### src/shared/ptp_tx_detect_consts.vh
/*
 * Constants for the transmit timing-message detection block: register
 * offsets, field positions, reset values and the fixed frame patterns.
 * Assumes byte addressing on the register port and untagged frames.
 */
`ifndef PTP_TX_DETECT_CONSTS_VH
`define PTP_TX_DETECT_CONSTS_VH

`define REG_ADDR_W          12
`define REG_CFG_OFS         12'h158
`define REG_STAT_OFS        12'h1F0
`define CFG_RESET           15'h711F
`define CFG_W               15

`define CFG_V4_DET          0
`define CFG_V6_DET          1
`define CFG_L2_DET          2
`define CFG_MAC_CHK         3
`define CFG_IP_CHK          4
`define CFG_V4_USER         5
`define CFG_V6_USER         6
`define CFG_L2_USER         7
`define CFG_GRP_LO          8
`define CFG_GRP_HI          12
`define CFG_L2_FIX_B        13
`define CFG_L2_FIX_A        14

`define KIND_NONE           2'h0
`define KIND_V4             2'h1
`define KIND_V6             2'h2
`define KIND_L2             2'h3

`define MAC_L2_FIX_A        48'h0180C200000E
`define MAC_L2_FIX_B        48'h011B19000000
`define MAC_V4_PREFIX       32'h01005E00
`define MAC_V6_PREFIX       32'h33330000
`define IP4_PREFIX          16'hE000
`define IP6_FIRST           8'hFF
`define IP6_LINK_SCOPE      8'h02
`define TAIL_GRP1           16'h0181
`define TAIL_GRP2           16'h0182
`define TAIL_GRP3           16'h0183
`define TAIL_GRP4           16'h0184
`define TAIL_GRP5           16'h006B

`define ETH_L2              16'h88F7
`define ETH_V4              16'h0800
`define ETH_V6              16'h86DD
`define IP_PROTO_UDP        8'h11
`define UDP_EVENT_PORT      16'h013F
`define UDP_GENERAL_PORT    16'h0140

`define POS_ETYPE_LO        6'h0D
`define POS_V4_PROTO        6'h17
`define POS_V4_DIP_LO       6'h1E
`define POS_V4_DIP_HI       6'h21
`define POS_V4_PORT_LO      6'h24
`define POS_V4_PORT_HI      6'h25
`define POS_V6_NEXT         6'h14
`define POS_V6_DIP_FIRST    6'h26
`define POS_V6_DIP_SCOPE    6'h27
`define POS_V6_ZERO_LO      6'h28
`define POS_V6_ZERO_HI      6'h33
`define POS_V6_DIP_HI       6'h35
`define POS_V6_PORT_LO      6'h38
`define POS_V6_PORT_HI      6'h39
`define POS_MAX             6'h3F

`endif

### src/hdl/ptp_tx_message_detect_config.v
/*
 * Transmit timing-message detection: holds the detection configuration
 * register and classifies each outgoing frame from the transmit MAC
 * byte stream as a timing message or not.
 * Assumes the byte stream and the register port run on clk, frames are
 * untagged, IPv4 headers carry no options, and the custom MAC address
 * comes from registers held elsewhere on the same clock.
 */
`timescale 1ns/10ps
`include "ptp_tx_detect_consts.vh"

module ptp_tx_message_detect_config (
  input  wire                   clk,
  input  wire                   rst_n,
  input  wire [`REG_ADDR_W-1:0] reg_addr,
  input  wire [31:0]            reg_wdata,
  input  wire                   reg_wr,
  input  wire                   reg_rd,
  output reg  [31:0]            reg_rdata,
  input  wire [47:0]            custom_mac,
  input  wire                   tx_valid,
  input  wire                   tx_sof,
  input  wire                   tx_eof,
  input  wire [7:0]             tx_data,
  output reg                    msg_hit,
  output reg                    msg_done,
  output reg  [1:0]             msg_kind
);

  reg [`CFG_W-1:0] cfg_q;
  reg [5:0]        pos_q;
  reg [47:0]       da_q;
  reg [15:0]       etype_q;
  reg [7:0]        proto_q;
  reg [31:0]       dip4_q;
  reg              v6_pre_q;
  reg              v6_link_q;
  reg [15:0]       tail6_q;
  reg [15:0]       port_q;
  reg [15:0]       hit_cnt_q;
  reg [15:0]       frm_cnt_q;

  wire [5:0] pos_cur = tx_sof ? 6'h00 : pos_q;
  wire [4:0] grp_en  = cfg_q[`CFG_GRP_HI:`CFG_GRP_LO];

  // Bit 4 of en is group one, bit 0 group five
  function grp_tail_hit;
    input [15:0] tail;
    input [4:0]  en;
    begin
      grp_tail_hit = (en[4] && tail == `TAIL_GRP1) ||
                     (en[3] && tail == `TAIL_GRP2) ||
                     (en[2] && tail == `TAIL_GRP3) ||
                     (en[1] && tail == `TAIL_GRP4) ||
                     (en[0] && tail == `TAIL_GRP5);
    end
  endfunction

  // UDP destination port of an event or general message
  function ptp_udp_hit;
    input [7:0]  proto;
    input [15:0] port;
    begin
      ptp_udp_hit = proto == `IP_PROTO_UDP &&
                    (port == `UDP_EVENT_PORT || port == `UDP_GENERAL_PORT);
    end
  endfunction

  // Group multicast MAC: fixed prefix and an enabled group tail
  function grp_mac_hit;
    input [47:0] da;
    input [31:0] prefix;
    input [4:0]  en;
    begin
      grp_mac_hit = da[47:16] == prefix && grp_tail_hit(da[15:0], en);
    end
  endfunction

  // Byte position in the frame, held at its ceiling past the header
  always @(posedge clk) begin
    if (!rst_n) begin
      pos_q <= 6'h00;
    end else if (tx_valid && pos_cur != `POS_MAX) begin
      pos_q <= pos_cur + 6'h01;
    end
  end

  // Destination MAC, shifted in over the first six bytes
  always @(posedge clk) begin
    if (!rst_n) begin
      da_q <= 48'h000000000000;
    end else if (tx_valid && pos_cur < 6'h06) begin
      da_q <= {da_q[39:0], tx_data};
    end
  end

  // Ethertype of an untagged frame
  always @(posedge clk) begin
    if (!rst_n) begin
      etype_q <= 16'h0000;
    end else if (tx_valid && (pos_cur == `POS_ETYPE_LO - 6'h01 ||
                              pos_cur == `POS_ETYPE_LO)) begin
      etype_q <= {etype_q[7:0], tx_data};
    end
  end

  // IPv4 protocol or IPv6 next header
  always @(posedge clk) begin
    if (!rst_n) begin
      proto_q <= 8'h00;
    end else if (tx_valid) begin
      if (pos_cur == `POS_V4_PROTO && etype_q == `ETH_V4) begin
        proto_q <= tx_data;
      end
      if (pos_cur == `POS_V6_NEXT && etype_q == `ETH_V6) begin
        proto_q <= tx_data;
      end
    end
  end

  // IPv4 destination address
  always @(posedge clk) begin
    if (!rst_n) begin
      dip4_q <= 32'h00000000;
    end else if (tx_valid && etype_q == `ETH_V4 &&
                 pos_cur >= `POS_V4_DIP_LO && pos_cur <= `POS_V4_DIP_HI) begin
      dip4_q <= {dip4_q[23:0], tx_data};
    end
  end

  // IPv6 destination shape: FF, a scope byte with zero upper nibble and
  // twelve zero bytes; any byte that breaks it clears the flag
  always @(posedge clk) begin
    if (!rst_n) begin
      v6_pre_q <= 1'b0;
    end else if (tx_valid) begin
      if (tx_sof) begin
        v6_pre_q <= 1'b1;
      end
      if (etype_q == `ETH_V6) begin
        if (pos_cur == `POS_V6_DIP_FIRST && tx_data != `IP6_FIRST) begin
          v6_pre_q <= 1'b0;
        end
        if (pos_cur == `POS_V6_DIP_SCOPE && tx_data[7:4] != 4'h0) begin
          v6_pre_q <= 1'b0;
        end
        if (pos_cur >= `POS_V6_ZERO_LO && pos_cur <= `POS_V6_ZERO_HI &&
            tx_data != 8'h00) begin
          v6_pre_q <= 1'b0;
        end
      end
    end
  end

  // IPv6 link-local scope, needed by group five only
  always @(posedge clk) begin
    if (!rst_n) begin
      v6_link_q <= 1'b0;
    end else if (tx_valid && etype_q == `ETH_V6 &&
                 pos_cur == `POS_V6_DIP_SCOPE) begin
      v6_link_q <= tx_data == `IP6_LINK_SCOPE;
    end
  end

  // Last two bytes of the IPv6 destination address
  always @(posedge clk) begin
    if (!rst_n) begin
      tail6_q <= 16'h0000;
    end else if (tx_valid && etype_q == `ETH_V6 &&
                 (pos_cur == `POS_V6_DIP_HI - 6'h01 ||
                  pos_cur == `POS_V6_DIP_HI)) begin
      tail6_q <= {tail6_q[7:0], tx_data};
    end
  end

  // UDP destination port of either IP kind
  always @(posedge clk) begin
    if (!rst_n) begin
      port_q <= 16'h0000;
    end else if (tx_valid &&
                 ((etype_q == `ETH_V4 && (pos_cur == `POS_V4_PORT_LO ||
                   pos_cur == `POS_V4_PORT_HI)) ||
                  (etype_q == `ETH_V6 && (pos_cur == `POS_V6_PORT_LO ||
                   pos_cur == `POS_V6_PORT_HI)))) begin
      port_q <= {port_q[7:0], tx_data};
    end
  end

  // Classification of the captured frame
  reg       is_l2;
  reg       is_v4;
  reg       is_v6;
  reg       mac_ok;
  reg       ip_ok;
  reg       hit_d;
  reg [1:0] kind_d;
  always @* begin
    is_l2 = etype_q == `ETH_L2;
    is_v4 = etype_q == `ETH_V4 && ptp_udp_hit(proto_q, port_q);
    is_v6 = etype_q == `ETH_V6 && ptp_udp_hit(proto_q, port_q);
    mac_ok = 1'b0;
    ip_ok  = 1'b1;
    kind_d = `KIND_NONE;
    if (is_l2) begin
      kind_d = `KIND_L2;
      mac_ok = (cfg_q[`CFG_L2_FIX_A] && da_q == `MAC_L2_FIX_A) ||
               (cfg_q[`CFG_L2_FIX_B] && da_q == `MAC_L2_FIX_B) ||
               (cfg_q[`CFG_L2_USER] && da_q == custom_mac);
    end else if (is_v4) begin
      kind_d = `KIND_V4;
      mac_ok = grp_mac_hit(da_q, `MAC_V4_PREFIX, grp_en) ||
               (cfg_q[`CFG_V4_USER] && da_q == custom_mac);
      ip_ok  = dip4_q[31:16] == `IP4_PREFIX &&
               grp_tail_hit(dip4_q[15:0], grp_en);
    end else if (is_v6) begin
      kind_d = `KIND_V6;
      mac_ok = grp_mac_hit(da_q, `MAC_V6_PREFIX, grp_en) ||
               (cfg_q[`CFG_V6_USER] && da_q == custom_mac);
      // Group five is link-local scope only
      ip_ok  = v6_pre_q &&
               grp_tail_hit(tail6_q, grp_en & {4'hF, v6_link_q});
    end
    if (!cfg_q[`CFG_MAC_CHK]) begin
      mac_ok = 1'b1;
    end
    if (!cfg_q[`CFG_IP_CHK]) begin
      ip_ok = 1'b1;
    end
    hit_d = ((is_l2 && cfg_q[`CFG_L2_DET]) ||
             (is_v6 && cfg_q[`CFG_V6_DET]) ||
             (is_v4 && cfg_q[`CFG_V4_DET])) &&
            mac_ok && ip_ok;
  end

  // Decision is taken on the cycle after the last byte, so the last
  // byte's capture is already visible to the classifier
  reg eof_q;
  always @(posedge clk) begin
    if (!rst_n) begin
      eof_q    <= 1'b0;
      msg_hit  <= 1'b0;
      msg_done <= 1'b0;
      msg_kind <= `KIND_NONE;
    end else begin
      eof_q    <= tx_valid && tx_eof;
      msg_done <= eof_q;
      msg_hit  <= eof_q && hit_d;
      if (eof_q) begin
        msg_kind <= hit_d ? kind_d : `KIND_NONE;
      end
    end
  end

  // Classified and hit frame counts for the status word; both wrap
  always @(posedge clk) begin
    if (!rst_n) begin
      hit_cnt_q <= 16'h0000;
      frm_cnt_q <= 16'h0000;
    end else if (eof_q) begin
      frm_cnt_q <= frm_cnt_q + 16'h0001;
      if (hit_d) begin
        hit_cnt_q <= hit_cnt_q + 16'h0001;
      end
    end
  end

  // Register port; configuration stability while the timestamp unit
  // runs is left to software
  always @(posedge clk) begin
    if (!rst_n) begin
      cfg_q <= `CFG_RESET;
    end else if (reg_wr && reg_addr == `REG_CFG_OFS) begin
      cfg_q <= reg_wdata[`CFG_W-1:0];
    end
  end

  // Read data stands for one cycle after the strobe, zero otherwise
  always @(posedge clk) begin
    if (!rst_n) begin
      reg_rdata <= 32'h00000000;
    end else if (reg_rd && reg_addr == `REG_CFG_OFS) begin
      reg_rdata <= {17'h00000, cfg_q};
    end else if (reg_rd && reg_addr == `REG_STAT_OFS) begin
      reg_rdata <= {hit_cnt_q, frm_cnt_q};
    end else begin
      reg_rdata <= 32'h00000000;
    end
  end

endmodule // ptp_tx_message_detect_config

### config.mk
export PLATFORM = sky130hd
export DESIGN_NAME = ptp_tx_message_detect_config
export DESIGN_NICKNAME = d
export VERILOG_FILES = /design/src/hdl/ptp_tx_message_detect_config.v
export VERILOG_INCLUDE_DIRS = /design/src /design/src/shared
export SDC_FILE = /design/constraint.sdc
export NUM_CORES = 1
export LEC_CHECK = 0
export ABC_AREA = 1
export ABC_CLOCK_PERIOD_IN_PS = 3000
export BUFFER_PORTS_ARGS = -buffer_cell sky130_fd_sc_hd__clkbuf_2
export CORE_ASPECT_RATIO = 2
export CORE_UTILIZATION = 58
export CTS_CLUSTER_SIZE = 28
export DETAILED_ROUTE_END_ITERATION = 7
export GPL_TIMING_DRIVEN = 1
export PLACE_DENSITY_LB_ADDON = 0.08
export SYNTH_ARGS = -nofsm -noshare
export SYNTH_HDL_FRONTEND = slang
export SYNTH_SLANG_ARGS = --single-unit
### constraint.sdc
create_clock -name clk -period 3 [get_ports clk]
set_clock_uncertainty 0.1 [all_clocks]
set_input_delay 0.15 -clock clk [delete_from_list [all_inputs] [get_ports clk]]
set_output_delay 0.15 -clock clk [all_outputs]
set_load 0.02 [all_outputs]
* After elaboration in Yosys (flattened, before gate mapping)
Index checks and enable logic that the tools add are counted.
Storage, ports and cells: logic and storage cells 180, register bits 228, input bits 107
Cells by class: equal/unequal tests 44, muxes and demuxes 22, reduce and logical (&&, ||, !) cells 85, $lt $le $gt $ge 5, bitwise gates (word level) 3, $add $sub $neg 3
Operator list (number):
- $eq 16x9->1 const B | 14
- $eq 48x41->1 const B | 2
- $logic_and 1x1->1 | 55
- $eq 16x16->1 const B | 3
- $eq 16x7->1 const B | 3
- $eq 48x48->1 | 1
- $eq 6x6->1 const B | 8
- $add 16x1->16 const B | 2
- $eq 32x25->1 const B | 1
- $eq 32x30->1 const B | 1
- $mux 15 | 2
- $eq 12x9->1 const B | 2
- $logic_or 1x1->1 | 24
- $eq 16x12->1 const B | 1
- $mux 8 | 2
- $mux 1 | 13
- $eq 6x4->1 const B | 2
- $eq 6x5->1 const B | 2
- $le 6x6->1 const B | 2
- $eq 8x2->1 const B | 1
- $eq 8x5->1 const B | 1
- $mux 2 | 4
- $ne 8x8->1 const B | 1
- $reduce_bool 8->1 | 1
- other kinds (12) | 14

* Longest topological paths before layout
depth after elaboration 15, gate-level depth with buffers 19

* Worst setup path after synthesis
OpenSTA, ideal clock, no wires.
path type register -> register, start point reg pos_q[0], end point reg dip4_q[11], stages on the path, launching flop included 10, path buffers 1, slack 0.908 ns, data arrival time 1.846 ns, path through dfxtp_1 -> inv_1 -> nor2_1 -> ha_1 -> nor2_1 -> nor2_1 -> a21oi_1 -> a2111oi_4 -> buf_4 -> a211oi_2
On the way: word-level cells in the longest chain between the ends 4
Ends and longest elaborated chain:
- start, declared | RTL line ptp_tx_message_detect_config.v:31 | reg [5:0] pos_q;
- start signal, assigned | RTL line ptp_tx_message_detect_config.v:84 | pos_q <= pos_cur + 6'h01;
- $mux 6 (*) | RTL line ptp_tx_message_detect_config.v:43 | wire [5:0] pos_cur = tx_sof ? 6'h00 : pos_q;
- $ge 6x5->1 (no line)
- $logic_and 1x1->1 (no line)
- $logic_and 1x1->1 (no line) (*)
- end signal, assigned | RTL line ptp_tx_message_detect_config.v:127 | dip4_q <= {dip4_q[23:0], tx_data};
- end, declared | RTL line ptp_tx_message_detect_config.v:35 | reg [31:0] dip4_q;
Mark *: on every way between the ends. The rest lies on a longest branch, timed or not. A chain may end at the register's enable or synchronous reset.

* Worst setup path after layout
start point reg pos_q[2], end point reg v6_pre_q
On the way: word-level cells in the longest chain between the ends 7
Ends and longest elaborated chain:
- $mux 6 (*) | RTL line ptp_tx_message_detect_config.v:43
- branches (longest 4 deep; another with $ge 6x6->1)
- $mux 1 (*) | RTL line ptp_tx_message_detect_config.v:147 | if (pos_cur >= `POS_V6_ZERO_LO && pos_cur <= `POS_V6_ZERO_HI &&
- $mux 1 (*) | RTL line ptp_tx_message_detect_config.v:140 | if (etype_q == `ETH_V6) begin
- end signal, assigned | RTL line ptp_tx_message_detect_config.v:142 | v6_pre_q <= 1'b0;
- end signal, assigned | RTL line ptp_tx_message_detect_config.v:145 | v6_pre_q <= 1'b0;
- end signal, assigned | RTL line ptp_tx_message_detect_config.v:149 | v6_pre_q <= 1'b0;
- end, declared | RTL line ptp_tx_message_detect_config.v:36 | reg v6_pre_q;
Every way passes the cells marked *.

==> impl_results.md <==
- Fmax: between 0.3 and 0.4 GHz
- Ports: 143
- Final worst path period share: between 80% and 90%
- Cell variety after synth: slightly above 40
- Post-synth EDFFs: 0
- Post-CTS Hold Buffers: 33
- Global-route wire length before repair: roughly 48 mm
- Die Y: about 200 um
- Port bufs: around 130
- CP required: about 3.3 ns
- 1st-pass router iterations: 5
- Remaining DRCs: 0
- Gate power share: 8.6%
- Layout cell share with drive strength beyond 1: between 10 and 15%
- Syn Area/Cell: approximately 7.0 um^2
- CTS tree: done
- M1 wire length: ~11 mm
- Clk slew on worst S/H paths: ~0.07 ns
- Cell Area, Synth: 0.0109 mm^2
- Worst VDD drop: 0.000385 V
- Core area: approximately 0.018 mm^2
- CP Class: flip-flop to flip-flop
- Slowest cell on crit path: dlygate4sd3_1
- Metal3 WL: around 1.3 mm
- Routed len/inst: ~15 um
- Setup violations, final: 0
- Psw: around 1.6 mW
- Max_slew headroom: between 30% and 40%
- Sequential share of power: between 40% and 50%
- CTS max path bufs: 3
- Uppermost routed layer: met4
- Seq/Total Area, Yosys: around two fifths
- Clock power frac: between 40% and 50%
- Synth async-reset ratio: 0%
- # fillers: 1,689
- Dpl cells: ~1,900
- Fin crit period: about 2.6 ns
- Synth Instances: 1,555
- Post-placement cell area: ~0.012 mm^2
- Final ANT Viol Nets: 0
- Int Pwr: 4.91 mW
- Leakage Power: ~5.3 nW
- Gr usage total: approximately 30%
- Final net count: 1,808
- Net Sw Frac: 24.3%
- Routed vias/inst: about 5.5
- RePlAce Congestion: approximately 0.95
- Slew @ Worst Pin: a little under 1 ns
- Critical path startpoint category: flip-flop
- TritonCTS Buffers: 21
- Clock H-tree levels: 1
- Max Slew Vio Count: 0
- Data arrival, critical path: 2.84 ns
- HPWL after DPL: about 21 mm
- Vias in the first global route: between 10,000 and 15,000
- Pwr dens: ~500 mW/mm^2
- #FFs+latches synth: 228
- Status: complete, no violations
- Postcts setup bufs: 0
- Clk sinks: ~230
- Initial DRC count: 500
- WL final: just under 30 mm
- Maximum number of pins on one net before global-route repair: 101
- CP most frequent cell: inv_1
- Crit-path max FO: 4
- Number of gates resized after cts: 0
- Num rows: 70
- RSZ-0062 raised after global routing: false
- Clock Latency Late Sink: 0.50 ns
- Non-filler cells, final: between 1,500 and 2,000
- Min-delay worst type: input port to flip-flop
- Diodes inserted: 0
- Post-Syn Nets: about 1,700
- Max stage delay on crit path: around 0.57 ns
- Initial Utilization: around three fifths
- Synth warn: 0
- Cell breakdown of the critical path: inv_1 -> nor2_1 -> inv_1 -> nor2_1 -> inv_1 -> nor2_1 -> inv_1 -> o221ai_1 -> o2111ai_1 -> nand3_1 -> o21ai_0 -> dlygate4sd3_1
- Root Driver: clkbuf_16
- GR Overflow Total: 0
- Total number of vias: between 10,000 and 15,000
- DIE AREA: between 0.015 and 0.02 mm^2
- Reg2reg setup slack: between 0.4 and 0.5 ns
- Max_cap viols: 0
- Setup TNS: 0 ns
- Final hold violations: 0
- Initial antenna violation count: 0
- Synth-to-layout area growth: 16.5%
- Worst slack, placed: 0.477 ns
- DR WL met2: ~16 mm
- Final instance area: 0.0127 mm^2
- Ys flop type: dfxtp_1
- Crit end category: flip-flop
- Die width: roughly 100 um
- Worst setup margin: between 0.4 and 0.5 ns
## final cells by class
type	instances	area, um^2	share of cell area [%]
clock buffers	30	619	4.87
flip-flops and latches	228	4560	35.9
well taps	216	270	2.13
inverters	238	893	7.03
repair buffers	173	1080	8.53
multi-input cells	1032	5190	40.8
clock inverters	6	86.3	0.680
## layer usage
layer	track usage, %	vias to the layer above
met5	0	-
met3	3.60	105
li1	-	5359
met1	31.7	4855
met2	59.6	348
met4	16.5	0
## cell families (layout without fill, tap and decap cells)
kind of cell               Yosys count  count (layout)  share of synthesized area (%)
xor gates and xnor gates            23              23                           1.85
AOI/OAI and AO/OA                  305             305                           17.3
DFF                                228             228                           41.8
buffers and inverters              295             447                           10.6
and+or+nand+nor                    697             697                           27.5
adders and majority gates            7               7                          0.803
## through the flow
step | utilization (%) | hold WS, ns | power, mW
2_1_floorplan | - | 0.162 | 3.56
4_1_cts | 69.4 | 0.0932 | 6.52
3_5_place_dp | 63.7 | 0.252 | 3.76
6_report | 69.4 | 0.110 | 6.49
3_3_place_gp | 63.7 | 0.252 | 3.74
5_1_grt | 69.4 | 0.146 | 6.72
## layout by cell type, fill, tap and decap left out, types with 21 or more instances in the layout
master,Yosys,final
nor3_1,45,45
clkbuf_16,0,21
nand3_1,86,85
dlygate4sd3_1,0,33
o21ai_0,120,120
a211oi_2,28,28
clkbuf_2,0,124
a21oi_1,108,108
a211oi_1,24,24
nor2_1,229,229
inv_1,227,227
dfxtp_1,228,228
nand4_1,47,47
nand2_1,261,261
## cells in the mapped netlist (2+ instances only)
master | number | area [um^2]
a211oi_1 | 24 | 180
a211oi_2 | 28 | 350
a21oi_1 | 108 | 541
buf_1 | 4 | 15.0
buf_2 | 7 | 35.0
buf_4 | 4 | 30.0
buf_6 | 4 | 45.0
clkbuf_1 | 38 | 143
clkinv_1 | 3 | 11.3
dfxtp_1 | 228 | 4560
ha_1 | 7 | 87.6
inv_1 | 227 | 852
inv_2 | 8 | 30.0
nand2_1 | 261 | 980
nand3_1 | 86 | 430
nand3b_1 | 4 | 30.0
nand4_1 | 47 | 294
nor2_1 | 229 | 860
nor2_2 | 2 | 12.5
nor3_1 | 45 | 225
nor3_2 | 2 | 20.0
nor3b_1 | 4 | 30.0
nor4_1 | 10 | 62.6
o211ai_1 | 2 | 15.0
o21a_1 | 2 | 15.0
o21ai_0 | 120 | 601
o31ai_1 | 7 | 52.6
o32ai_1 | 7 | 61.3
or2_2 | 4 | 25.0
xnor2_1 | 15 | 131
xor2_1 | 8 | 70.1
## final timing paths
check                                 from          to  depth (start not counted)
worst min-delay path                reg_wr    cfg_q[5]                          4
worst min register to register  port_q[10]  port_q[10]                          2
worst max-delay path              pos_q[2]    v6_pre_q                         12
worst max register to register    pos_q[2]    v6_pre_q                         12
## sequential cells by signal, summed over array words and instances (netlist names)
register,flops
da_q,48
dip4_q,32
reg_rdata,32
etype_q,16
frm_cnt_q,16
hit_cnt_q,16
port_q,16
tail6_q,16
cfg_q,15
proto_q,8
pos_q,6
msg_kind,2
eof_q,1
msg_done,1
msg_hit,1
v6_link_q,1
v6_pre_q,1
## worst max-delay path, delay by kind of cell, from the launching register on
family | cells | cell delay [ns]
buffers and inverters | 5 | 0.93
and+or+nand+nor | 4 | 0.63
AOI/OAI and AO/OA | 3 | 0.46
DFF | 1 | 0.33
## power groups by stage
stage	registers (mW)	logic, mW	clock network [mW]
floorplan	3.21	0.349	0
global placement	3.23	0.510	0
detailed placement	3.24	0.523	0
CTS	3.17	0.557	2.80
global route	3.18	0.628	2.92
finish	3.17	0.561	2.76
(Power assumes the default switching activity.)
